File: src/logic/emad_pkg.sv
// emad_pkg: constants and types for the external memory address decoder
// assumes a 20-bit cpu address space and an 8-bit mode control register
package emad_pkg;
  // ----------------------------------------------------------------
  // address space
  // ----------------------------------------------------------------
  localparam int EMAD_AW = 20;
  localparam int EMAD_DW = 8;
  localparam logic [19:0] EMAD_PERI_LO_OFS = 20'h0_FFC0;
  localparam logic [19:0] EMAD_XPERI_LO = 20'h0_FFD0;
  localparam logic [19:0] EMAD_XPERI_HI = 20'h0_FFDF;
  localparam logic [19:0] EMAD_PERI_HI_OFS = 20'h0_FFFF;
  localparam logic [19:0] EMAD_ROM_BASE = 20'h0_0000;
  localparam logic [19:0] EMAD_ROM2_BASE = 20'h1_0000;
  localparam logic [19:0] EMAD_ROM_END_DEF = 20'h1_7FFF;
  localparam logic [15:0] EMAD_RAM_START_DEF = 16'hF100;
  localparam logic [3:0] EMAD_TOP_BANK = 4'hF;
  localparam logic [19:0] EMAD_MASK_256K = 20'h3_FFFF;
  localparam logic [19:0] EMAD_MASK_1M = 20'hF_FFFF;
  // ----------------------------------------------------------------
  // mode register
  // ----------------------------------------------------------------
  localparam logic [7:0] EMAD_MODE_RST = 8'h20;
  localparam int EMAD_MODE_LSB = 0;
  localparam logic [3:0] EMAD_MODE_SINGLE = 4'h0;
  localparam logic [3:0] EMAD_MODE_256K = 4'h8;
  localparam logic [3:0] EMAD_MODE_1M = 4'h9;
  typedef enum logic [1:0] {
    EMAD_TGT_ROM,
    EMAD_TGT_RAM,
    EMAD_TGT_PERI,
    EMAD_TGT_EXT
  } emad_target_t;
endpackage : emad_pkg

File: src/logic/emad_range.sv
// emad_range: inclusive address window compare
// assumes bounds come from parameters or decoder logic on the same clock
`timescale 1ns/1ps
module emad_range (
  input wire logic [19:0] addr_i,
  input wire logic [19:0] lo_i,
  input wire logic [19:0] hi_i,
  output logic hit_o
);
  // combinational window test
  assign hit_o = (addr_i >= lo_i) && (addr_i <= hi_i);
endmodule : emad_range

File: src/logic/emad_decoder.sv
// emad_decoder: decodes each cpu access into internal or external target
// assumes one access request pulse per access on the system clock
`timescale 1ns/1ps
// Contract
// - internal areas never reach external pins
// - internal hit: strobes stay inactive
// - address pins hold previous external level
// - address/data pins float on internal access
// - mask upper address bits outside 1 MB
// - default map: rom, ram, registers, rom2
// - relocated map: ram, registers in top bank
// - ram start per variant, moved when relocated
// - four-bit mode field, resets single-chip
// - address latch strobe only for external
module emad_decoder
  import emad_pkg::*;
#(
  parameter logic [19:0] ROM_END = emad_pkg::EMAD_ROM_END_DEF,
  parameter logic [15:0] RAM_START = emad_pkg::EMAD_RAM_START_DEF
) (
  input wire logic clk_i,
  input wire logic rst_n_i,
  input wire logic access_i,
  input wire logic write_i,
  input wire logic [19:0] addr_i,
  input wire logic [7:0] wdata_i,
  input wire logic mode_we_i,
  input wire logic [7:0] mode_wdata_i,
  input wire logic relocate_i,
  input wire logic relocate_we_i,
  output logic [7:0] mode_o,
  output logic relocated_o,
  output emad_pkg::emad_target_t target_o,
  output logic internal_o,
  output logic address_latch_strobe_o,
  output logic read_strobe_n_o,
  output logic write_strobe_n_o,
  output logic [19:8] addr_pin_o,
  output logic [7:0] ad_pin_o,
  output logic ad_pin_oe_o
);
  import emad_pkg::*;
  // ----------------------------------------------------------------
  // control state
  // ----------------------------------------------------------------
  logic [7:0] memory_expansion_mode_reg;
  logic reloc_reg;
  emad_target_t target_reg;
  logic int_reg;
  logic latch_stb_reg;
  logic rd_n_reg;
  logic wr_n_reg;
  logic [19:8] addr_reg;
  logic [7:0] ad_reg;
  logic ad_oe_reg;
  // ----------------------------------------------------------------
  // decode
  // ----------------------------------------------------------------
  logic [3:0] mode_field;
  logic [3:0] bank;
  logic [19:0] ram_lo;
  logic [19:0] peri_lo;
  logic [19:0] peri_hi;
  logic [19:0] xperi_lo;
  logic [19:0] xperi_hi;
  logic [19:0] rom1_hi;
  logic [19:0] rom2_hi;
  logic hit_rom1;
  logic hit_rom2;
  logic hit_ram;
  logic hit_peri;
  logic hit_xperi;
  logic mode_legal;
  logic is_ext_mode;
  logic hit_int;
  logic [19:0] out_mask;
  logic [19:0] ext_addr;
  emad_target_t target_next;
  assign mode_field = memory_expansion_mode_reg[EMAD_MODE_LSB +: 4];
  assign is_ext_mode = (mode_field == EMAD_MODE_256K) ||
                       (mode_field == EMAD_MODE_1M);
  assign mode_legal = is_ext_mode || (mode_field == EMAD_MODE_SINGLE);
  // relocate moves ram and registers into the top bank
  assign bank = reloc_reg ? EMAD_TOP_BANK : 4'h0;
  // ram start keeps its low 16 bits in either map
  assign ram_lo = {bank, RAM_START};
  assign peri_lo = {bank, EMAD_PERI_LO_OFS[15:0]};
  assign peri_hi = {bank, EMAD_PERI_HI_OFS[15:0]};
  assign xperi_lo = {bank, EMAD_XPERI_LO[15:0]};
  assign xperi_hi = {bank, EMAD_XPERI_HI[15:0]};
  // default map splits rom around ram and registers
  assign rom1_hi = reloc_reg ? ROM_END : ram_lo - 20'h0_0001;
  assign rom2_hi = reloc_reg ? EMAD_ROM_BASE : ROM_END;
  emad_range u_rom1 (.addr_i(addr_i), .lo_i(EMAD_ROM_BASE),
    .hi_i(rom1_hi), .hit_o(hit_rom1));
  emad_range u_rom2 (.addr_i(addr_i), .lo_i(EMAD_ROM2_BASE),
    .hi_i(rom2_hi), .hit_o(hit_rom2));
  emad_range u_ram (.addr_i(addr_i), .lo_i(ram_lo),
    .hi_i(peri_lo - 20'h0_0001), .hit_o(hit_ram));
  emad_range u_peri (.addr_i(addr_i), .lo_i(peri_lo),
    .hi_i(peri_hi), .hit_o(hit_peri));
  emad_range u_xperi (.addr_i(addr_i), .lo_i(xperi_lo),
    .hi_i(xperi_hi), .hit_o(hit_xperi));
  // internal wins; external register window only in expansion
  assign hit_int = hit_rom1 || hit_rom2 || hit_ram ||
                   (hit_peri && !(hit_xperi && is_ext_mode)) ||
                   !is_ext_mode;
  assign target_next = (hit_rom1 || hit_rom2) ? EMAD_TGT_ROM :
                       hit_ram ? EMAD_TGT_RAM :
                       (hit_int && hit_peri) ? EMAD_TGT_PERI :
                       hit_int ? EMAD_TGT_ROM : EMAD_TGT_EXT;
  // drop upper bits unless 1 MB mode
  assign out_mask = (mode_field == EMAD_MODE_1M) ? EMAD_MASK_1M
                                                  : EMAD_MASK_256K;
  assign ext_addr = addr_i & out_mask;
  // ----------------------------------------------------------------
  // registers
  // ----------------------------------------------------------------
  // mode and map control; illegal mode codes are stored but decode as single-chip
  always_ff @(posedge clk_i) begin
    if (!rst_n_i) begin
      memory_expansion_mode_reg <= EMAD_MODE_RST;
      reloc_reg <= 1'b0;
    end else begin
      if (mode_we_i) begin
        memory_expansion_mode_reg <= mode_wdata_i;
      end
      if (relocate_we_i) begin
        reloc_reg <= relocate_i;
      end
    end
  end
  // strobes only on an external access
  always_ff @(posedge clk_i) begin
    if (!rst_n_i) begin
      target_reg <= EMAD_TGT_ROM;
      int_reg <= 1'b1;
      latch_stb_reg <= 1'b0;
      rd_n_reg <= 1'b1;
      wr_n_reg <= 1'b1;
    end else begin
      target_reg <= access_i ? target_next : target_reg;
      int_reg <= access_i ? hit_int : int_reg;
      // latch strobe high only for external
      latch_stb_reg <= access_i && !hit_int && mode_legal;
      rd_n_reg <= !(access_i && !hit_int && mode_legal && !write_i);
      wr_n_reg <= !(access_i && !hit_int && mode_legal && write_i);
    end
  end
  // address pins change only on external access
  always_ff @(posedge clk_i) begin
    if (!rst_n_i) begin
      addr_reg <= '0;
      ad_reg <= '0;
      ad_oe_reg <= 1'b0;
    end else begin
      if (access_i && !hit_int && mode_legal) begin
        addr_reg <= ext_addr[19:8];
        ad_reg <= write_i ? wdata_i : ext_addr[7:0];
      end
      ad_oe_reg <= access_i && !hit_int && mode_legal;
    end
  end
  assign mode_o = memory_expansion_mode_reg;
  assign relocated_o = reloc_reg;
  assign target_o = target_reg;
  assign internal_o = int_reg;
  assign address_latch_strobe_o = latch_stb_reg;
  assign read_strobe_n_o = rd_n_reg;
  assign write_strobe_n_o = wr_n_reg;
  assign addr_pin_o = addr_reg;
  assign ad_pin_o = ad_reg;
  assign ad_pin_oe_o = ad_oe_reg;
endmodule : emad_decoder

File: config.mk
export PLATFORM = sky130hd
export DESIGN_NAME = emad_decoder
export DESIGN_NICKNAME = d
export VERILOG_FILES = /design/src/logic/emad_pkg.sv /design/src/logic/emad_range.sv /design/src/logic/emad_decoder.sv
export SDC_FILE = /design/constraint.sdc
export NUM_CORES = 1
export LEC_CHECK = 0
export ABC_AREA = 1
export BUFFER_PORTS_ARGS = -buffer_cell sky130_fd_sc_hd__buf_2
export CAP_MARGIN = 20
export CORE_UTILIZATION = 45
export DETAILED_ROUTE_END_ITERATION = 6
export PLACE_DENSITY = 0.68
export SETUP_SLACK_MARGIN = 0.5
export SYNTH_ARGS = -nofsm -noshare
export SYNTH_HDL_FRONTEND = slang
export SYNTH_HIERARCHICAL = 1
export SYNTH_SLANG_ARGS = --single-unit
File: constraint.sdc
create_clock -name clk_i -period 2.6 [get_ports clk_i]
set_clock_uncertainty 0.05 [all_clocks]
set_input_delay 0.52 -clock clk_i [delete_from_list [all_inputs] [get_ports clk_i]]
set_output_delay 0.52 -clock clk_i [all_outputs]
set_load 0.005 [all_outputs]
== Yosys cells after proc, flatten, opt, wreduce, memory -nomap -nowiden ==
Index checks and enable logic that the tools add are counted.
Cells by class
  mux-type cells: 9
  order comparisons: 10
  bitwise gates (word level): 1
  reductions and logical operators: 25
  add/sub/neg operators: 2
  eq/ne operators: 2
Operators with widths (number)
  20-bit less-or-equal comparator: 4
  20-bit >= comparator: 3
  20-bit 2-to-1 mux: 2
  20-bit by 1-bit subtractor with 20-bit output, second input constant: 2
  20-bit AND: 1
  20-bit by 1-bit >= comparator with 1-bit output, second input constant: 1
  20-bit by 17-bit >= comparator with 1-bit output, second input constant: 1
  20-bit by 17-bit less-or-equal comparator with 1-bit output: 1
  17-bit 2-to-1 mux: 1
  1-bit logical AND: 12
  4-bit == test, second input constant: 2
  2-bit 2-to-1 mux: 4
  8-bit 2-to-1 mux: 1
  1-bit logical NOT: 6
  1-bit logical OR: 6
  4-bit logical NOT: 1
  4-bit 2-to-1 mux: 1
Storage, ports and cells
  output and inout port bits: 36
  flip-flop bits (word level): 35
  logic and storage cells: 58

== Longest topological paths before layout ==
  word-level depth: 14
  depth in mapped cells: 22
  mapped depth without buffers: 21

== Modules after synthesis ==
The synthesis kept the hierarchy.
By module, submodules not included
  emad_range (u_peri ...): sequential area each 0.0 µm², cells an instance 197, instances 4, area an instance 1168.6 µm²
  emad_decoder: sequential area each 700.7 µm², cells an instance 193, instances 1, area an instance 1470.2 µm²
  emad_range (u_rom1): sequential area each 0.0 µm², cells an instance 197, instances 1, area an instance 1137.3 µm²

== Least setup slack after synthesis ==
No wires, ideal clock.
  path kind: reg-to-reg
  start point: register reloc_reg, in the netlist relocated_o
  end point: register rd_n_reg, in the netlist read_strobe_n_o
  arrival time: 2.694 ns
  stages on the path, launching flop included: 20
  path buffers: 1
  setup time: 0.123 ns
  path slack: -0.267 ns
  path through: dfxtp_1 inv_1 inv_1 ha_1 nand2_1 nor2_1 nand2_1 nor2_2 nand2_1 nand3_2 nand2_1 nand2_1 inv_1 nor2_2 nand2_1 nor2_2 nand3_2 buf_2 nor2_1 nand2_1
RTL lines
  start, declared: line emad_decoder.sv:47  | logic reloc_reg;
  start signal, assigned: line emad_decoder.sv:129  | reloc_reg <= relocate_i;
  20-bit 2-to-1 mux: line emad_decoder.sv:92  | assign rom1_hi = reloc_reg ? ROM_END : ram_lo - 20'h0_0001;
  via rom1_hi[15]: line emad_decoder.sv:66  | logic [19:0] rom1_hi;
  20-bit less-or-equal comparator: line emad_range.sv:11  | assign hit_o = (addr_i >= lo_i) && (addr_i <= hi_i);
  1-bit logical AND: line emad_range.sv:11
  1-bit logical OR (3 in series): line emad_decoder.sv:105  | assign hit_int = hit_rom1 || hit_rom2 || hit_ram ||
  1-bit logical OR: line emad_decoder.sv:106  | (hit_peri && !(hit_xperi && is_ext_mode)) ||
  1-bit logical NOT: line emad_decoder.sv:146  | rd_n_reg <= !(access_i && !hit_int && mode_legal && !write_i);
  1-bit logical AND (3 in series): line emad_decoder.sv:146
  1-bit logical NOT: line emad_decoder.sv:146
  end signal, assigned: line emad_decoder.sv:146
  end, declared: line emad_decoder.sv:51  | logic rd_n_reg;
The timed path passes the listed nets, and every way through them passes these cells.
A chain may end at the register's enable or synchronous reset.

== Worst setup path in the final report ==
  start point: register reloc_reg, in the netlist relocated_o
  end point: register ad_reg[0], in the netlist ad_pin_o[0]
RTL lines
  20-bit 2-to-1 mux: line emad_decoder.sv:92
  via rom1_hi[15]: line emad_decoder.sv:66
  20-bit less-or-equal comparator: line emad_range.sv:11
  1-bit logical AND: line emad_range.sv:11
  1-bit logical OR (3 in series): line emad_decoder.sv:105
  1-bit logical OR: line emad_decoder.sv:106
  1-bit logical NOT: line emad_decoder.sv:157  | if (access_i && !hit_int && mode_legal) begin
  1-bit logical AND (2 in series): line emad_decoder.sv:157
  end signal, assigned: line emad_decoder.sv:159  | ad_reg <= write_i ? wdata_i : ext_addr[7:0];
  end, declared: line emad_decoder.sv:54  | logic [7:0] ad_reg;
The timed path passes the listed nets, and every way through them passes these cells.

==> run summary <==
Status: complete, but fails checks
Violated checks: negative setup slack
Kind of critical path: register to register
Via count: 7340
Min-Delay Path Depth: 3
Core ar.: 0.0158 mm^2
Area leader, netlist: ha_1
VDD IR-drop max: 0.271 mV
Hold Buf Count CTS: 0
CTS max path bufs: 2
Final hold slack: 0.403 ns
Htree depth: 2
Most frequent cells in the layout: nand2_1 (333), inv_1 (293), ha_1 (189)
Pre-CTS setup slack: -0.168 ns
Final period utilization: 1.04
I/O pin total: 79
Global-route wire length before repair: 27900 um
CTS buffer count: 5
Worst setup path startpoint: relocated_o
Worst-Skew Late Latency: 0.27 ns
Initial antenna violation count: 0
CTS clk-pin slew, worst paths: 0.05 ns
CTS tree: built
Vias in the first global route: 6400
Synthesized cell area: 0.00728 mm^2
WL/cell: 10.0 um
Origin of the critical flop-to-flop path: relocated_o
DRT Wirelength: 17000 um
Syn Inst Count: 1178
# fillers: 1540
Iter 0 DRT Violations: 249
Post-DP HPWL: 13800 um
Die Y: 129 um
Num rows: 46
Worst rel slew slack: 0.492
Largest net degree at the start of global routing: 25
Flip-flop and latch count after synthesis: 35
Avg Cell Area, Syn: 6.18 um^2
Final setup margin: -0.0927 ns
Slew @ Worst Pin: 0.761 ns
Leakage power: 6.12 nW
Max Clk Rate: 371 MHz
Crit-path max cell delay: 0.37 ns
Top post-synthesis cells by area: ha_1 (34%), nand2_1 (18%), inv_1 (16%)
Max-cap violation count: 0
Netlist cell types: 26
Worst Hold Class: input pin to register
Seq/Total Area, Yosys: 0.0962
Fin. max-slew vios: 0
Die W: 129 um
Max Fanout on Critical Path: 7
Tot Pwr: 0.00243 W
Initial core utilization: 0.460
Crit-path cells: clkinvlp_4 > clkbuf_16 > inv_4 > ha_4 > nand2_1 > a21oi_1 > nor2_2 > nand2_2 > nand2_1 > nand3_2 > nand2_1 > nand2_1 > inv_1 > nor2_2 > nand2_2 > nor2_4 > buf_6 > buf_6 > nand4_1 > a21oi_1
Detailed Routing Iterations Pass 1: 5
Via density: 4.32
Gr usage total: 0.205
Sinks on Clock Net: 35
Share of cells above drive strength 1: 0.182
IO buf count: 78
CTS root buf: clkbuf_16
Final Core Density: 0.601
Worst reg-to-reg setup slack: -0.09 ns
Die area: 0.0167 mm^2
Critical Path RT: 2.74 ns
DRC Markers: 0
Hold worst-path end: mode_o[5]
Period minus WS final: 2.69 ns
Endpoints failing setup: 24
Fin. Hold Viols: 0
Arrival time at the worst endpoint: 2.83 ns
Antenna viol nets, final: 0
Ys Warns: 6
RSZ-0062 raised after global routing: yes
GPL Wtd Cong: 0.789
Critical-path top delay cell: dfxtp_4
Synth-to-layout area growth: 30.5%
Grt ovf: 0
Synth top area share: 0.344
Final #Nets: 1725
CP Launch Type: register
Most frequent CP cell: nand2_1
Antenna cells: 0
P per Cell Area: 255 mW/mm^2
Worst hold start: mode_wdata_i[5]
Commonest non-fill, non-tap cell in the layout: nand2_1
Crit. End Element: register
Worst r2r dst: ad_pin_o[0]
R2R cell count: 20
## worst max path at each step
stage	endpoint	slack, ns	depth (start not counted)
2_1_floorplan	read_strobe_n_o	0.15	19
3_3_place_gp	addr_pin_o[17]	-0.14	14
3_5_place_dp	target_o[0]	-0.17	19
4_1_cts	ad_pin_o[7]	-0.02	20
5_1_grt	addr_pin_o[8]	-0.27	20
6_report	ad_pin_o[0]	-0.09	20
## logic make-up after synthesis
logic type,Yosys count,synth area share
flops,35,0.0962
other cells,2,0.00103
compound gates,119,0.0876
simple gates,504,0.299
buf+inv,318,0.173
fa+ha+maj,200,0.344
## critical path: cells and delay by family (launching register included)
kind            cells  cell delay (ns)
compound gates      2             0.37
simple gates       11             0.90
fa+ha+maj           1             0.27
flops               1             0.37
buf+inv             6             0.63
## routing by layer
layer,GRT usage,part of all wire,vias up
li1,-,-,4076
met1,0.281,0.51,3193
met2,0.365,0.46,69
met3,0.0136,0.021,2
met4,0.0145,0.00077,0
met5,0,0,-
## flip-flops by register name, indices dropped and copies added (netlist names)
| register | flops |
|---|---|
| ad_pin_o | 8 |
| addr_pin_o | 12 |
| address_latch_strobe_o | 1 |
| internal_o | 1 |
| mode_o | 8 |
| read_strobe_n_o | 1 |
| relocated_o | 1 |
| target_o | 2 |
| write_strobe_n_o | 1 |
## where the power goes
part / internal, W / switching [W] / total (W)
sequential: 0.000554 / 0.0000119 / 0.000566
combinational: 0.000565 / 0.000737 / 0.00130
clock: 0.000353 / 0.000208 / 0.000561
## what timing repair did
| action | 4_1_cts | 5_1_grt |
|---|---|---|
| resized for setup | 16 | 64 |
| cloned | 2 | 2 |
| pin swaps | 5 | 32 |
| setup buffers | 4 | 5 |
| endpoints found under the setup margin | 26 | 26 |
## synthesized netlist by cell type
| library cell | instances |
|---|---|
| clkbuf_1 | 1 |
| buf_6 | 2 |
| conb_1 | 2 |
| o21ai_0 | 14 |
| o21bai_1 | 6 |
| nand2_2 | 17 |
| nand3_1 | 4 |
| inv_1 | 302 |
| buf_4 | 2 |
| nor2_2 | 19 |
| buf_1 | 1 |
| clkinv_1 | 3 |
| nand2_1 | 353 |
| nand4_2 | 4 |
| nand3_2 | 5 |
| clkbuf_8 | 2 |
| buf_2 | 4 |
| buf_12 | 1 |
| nor2_4 | 8 |
| nand4_1 | 25 |
| dfxtp_1 | 35 |
| ha_1 | 200 |
| o21ai_1 | 1 |
| a21o_1 | 11 |
| nor2_1 | 69 |
| a21oi_1 | 87 |
## area by class of cell
type	count	area, um^2	area share
clock buffers	6	129	0.0136
clock inverters	2	12.5	0.00132
inverters	305	1160	0.122
multi-input cells	977	6180	0.650
flip-flops and latches	35	704	0.0741
well taps	216	270	0.0284
repair buffers	158	1060	0.111
## per-stage QoR
stage | setup TNS [ns] | instances | cell area, um^2
5_1_grt | -6.19 | 1699 | 9510
4_1_cts | -0.0382 | 1692 | 9180
2_1_floorplan | 0 | 1330 | 7860
3_5_place_dp | -3.17 | 1678 | 8920
3_3_place_gp | -2.47 | 1678 | 8920
6_report | -1.48 | 1699 | 9510
No activity file was read; power rests on OpenSTA's default activity.
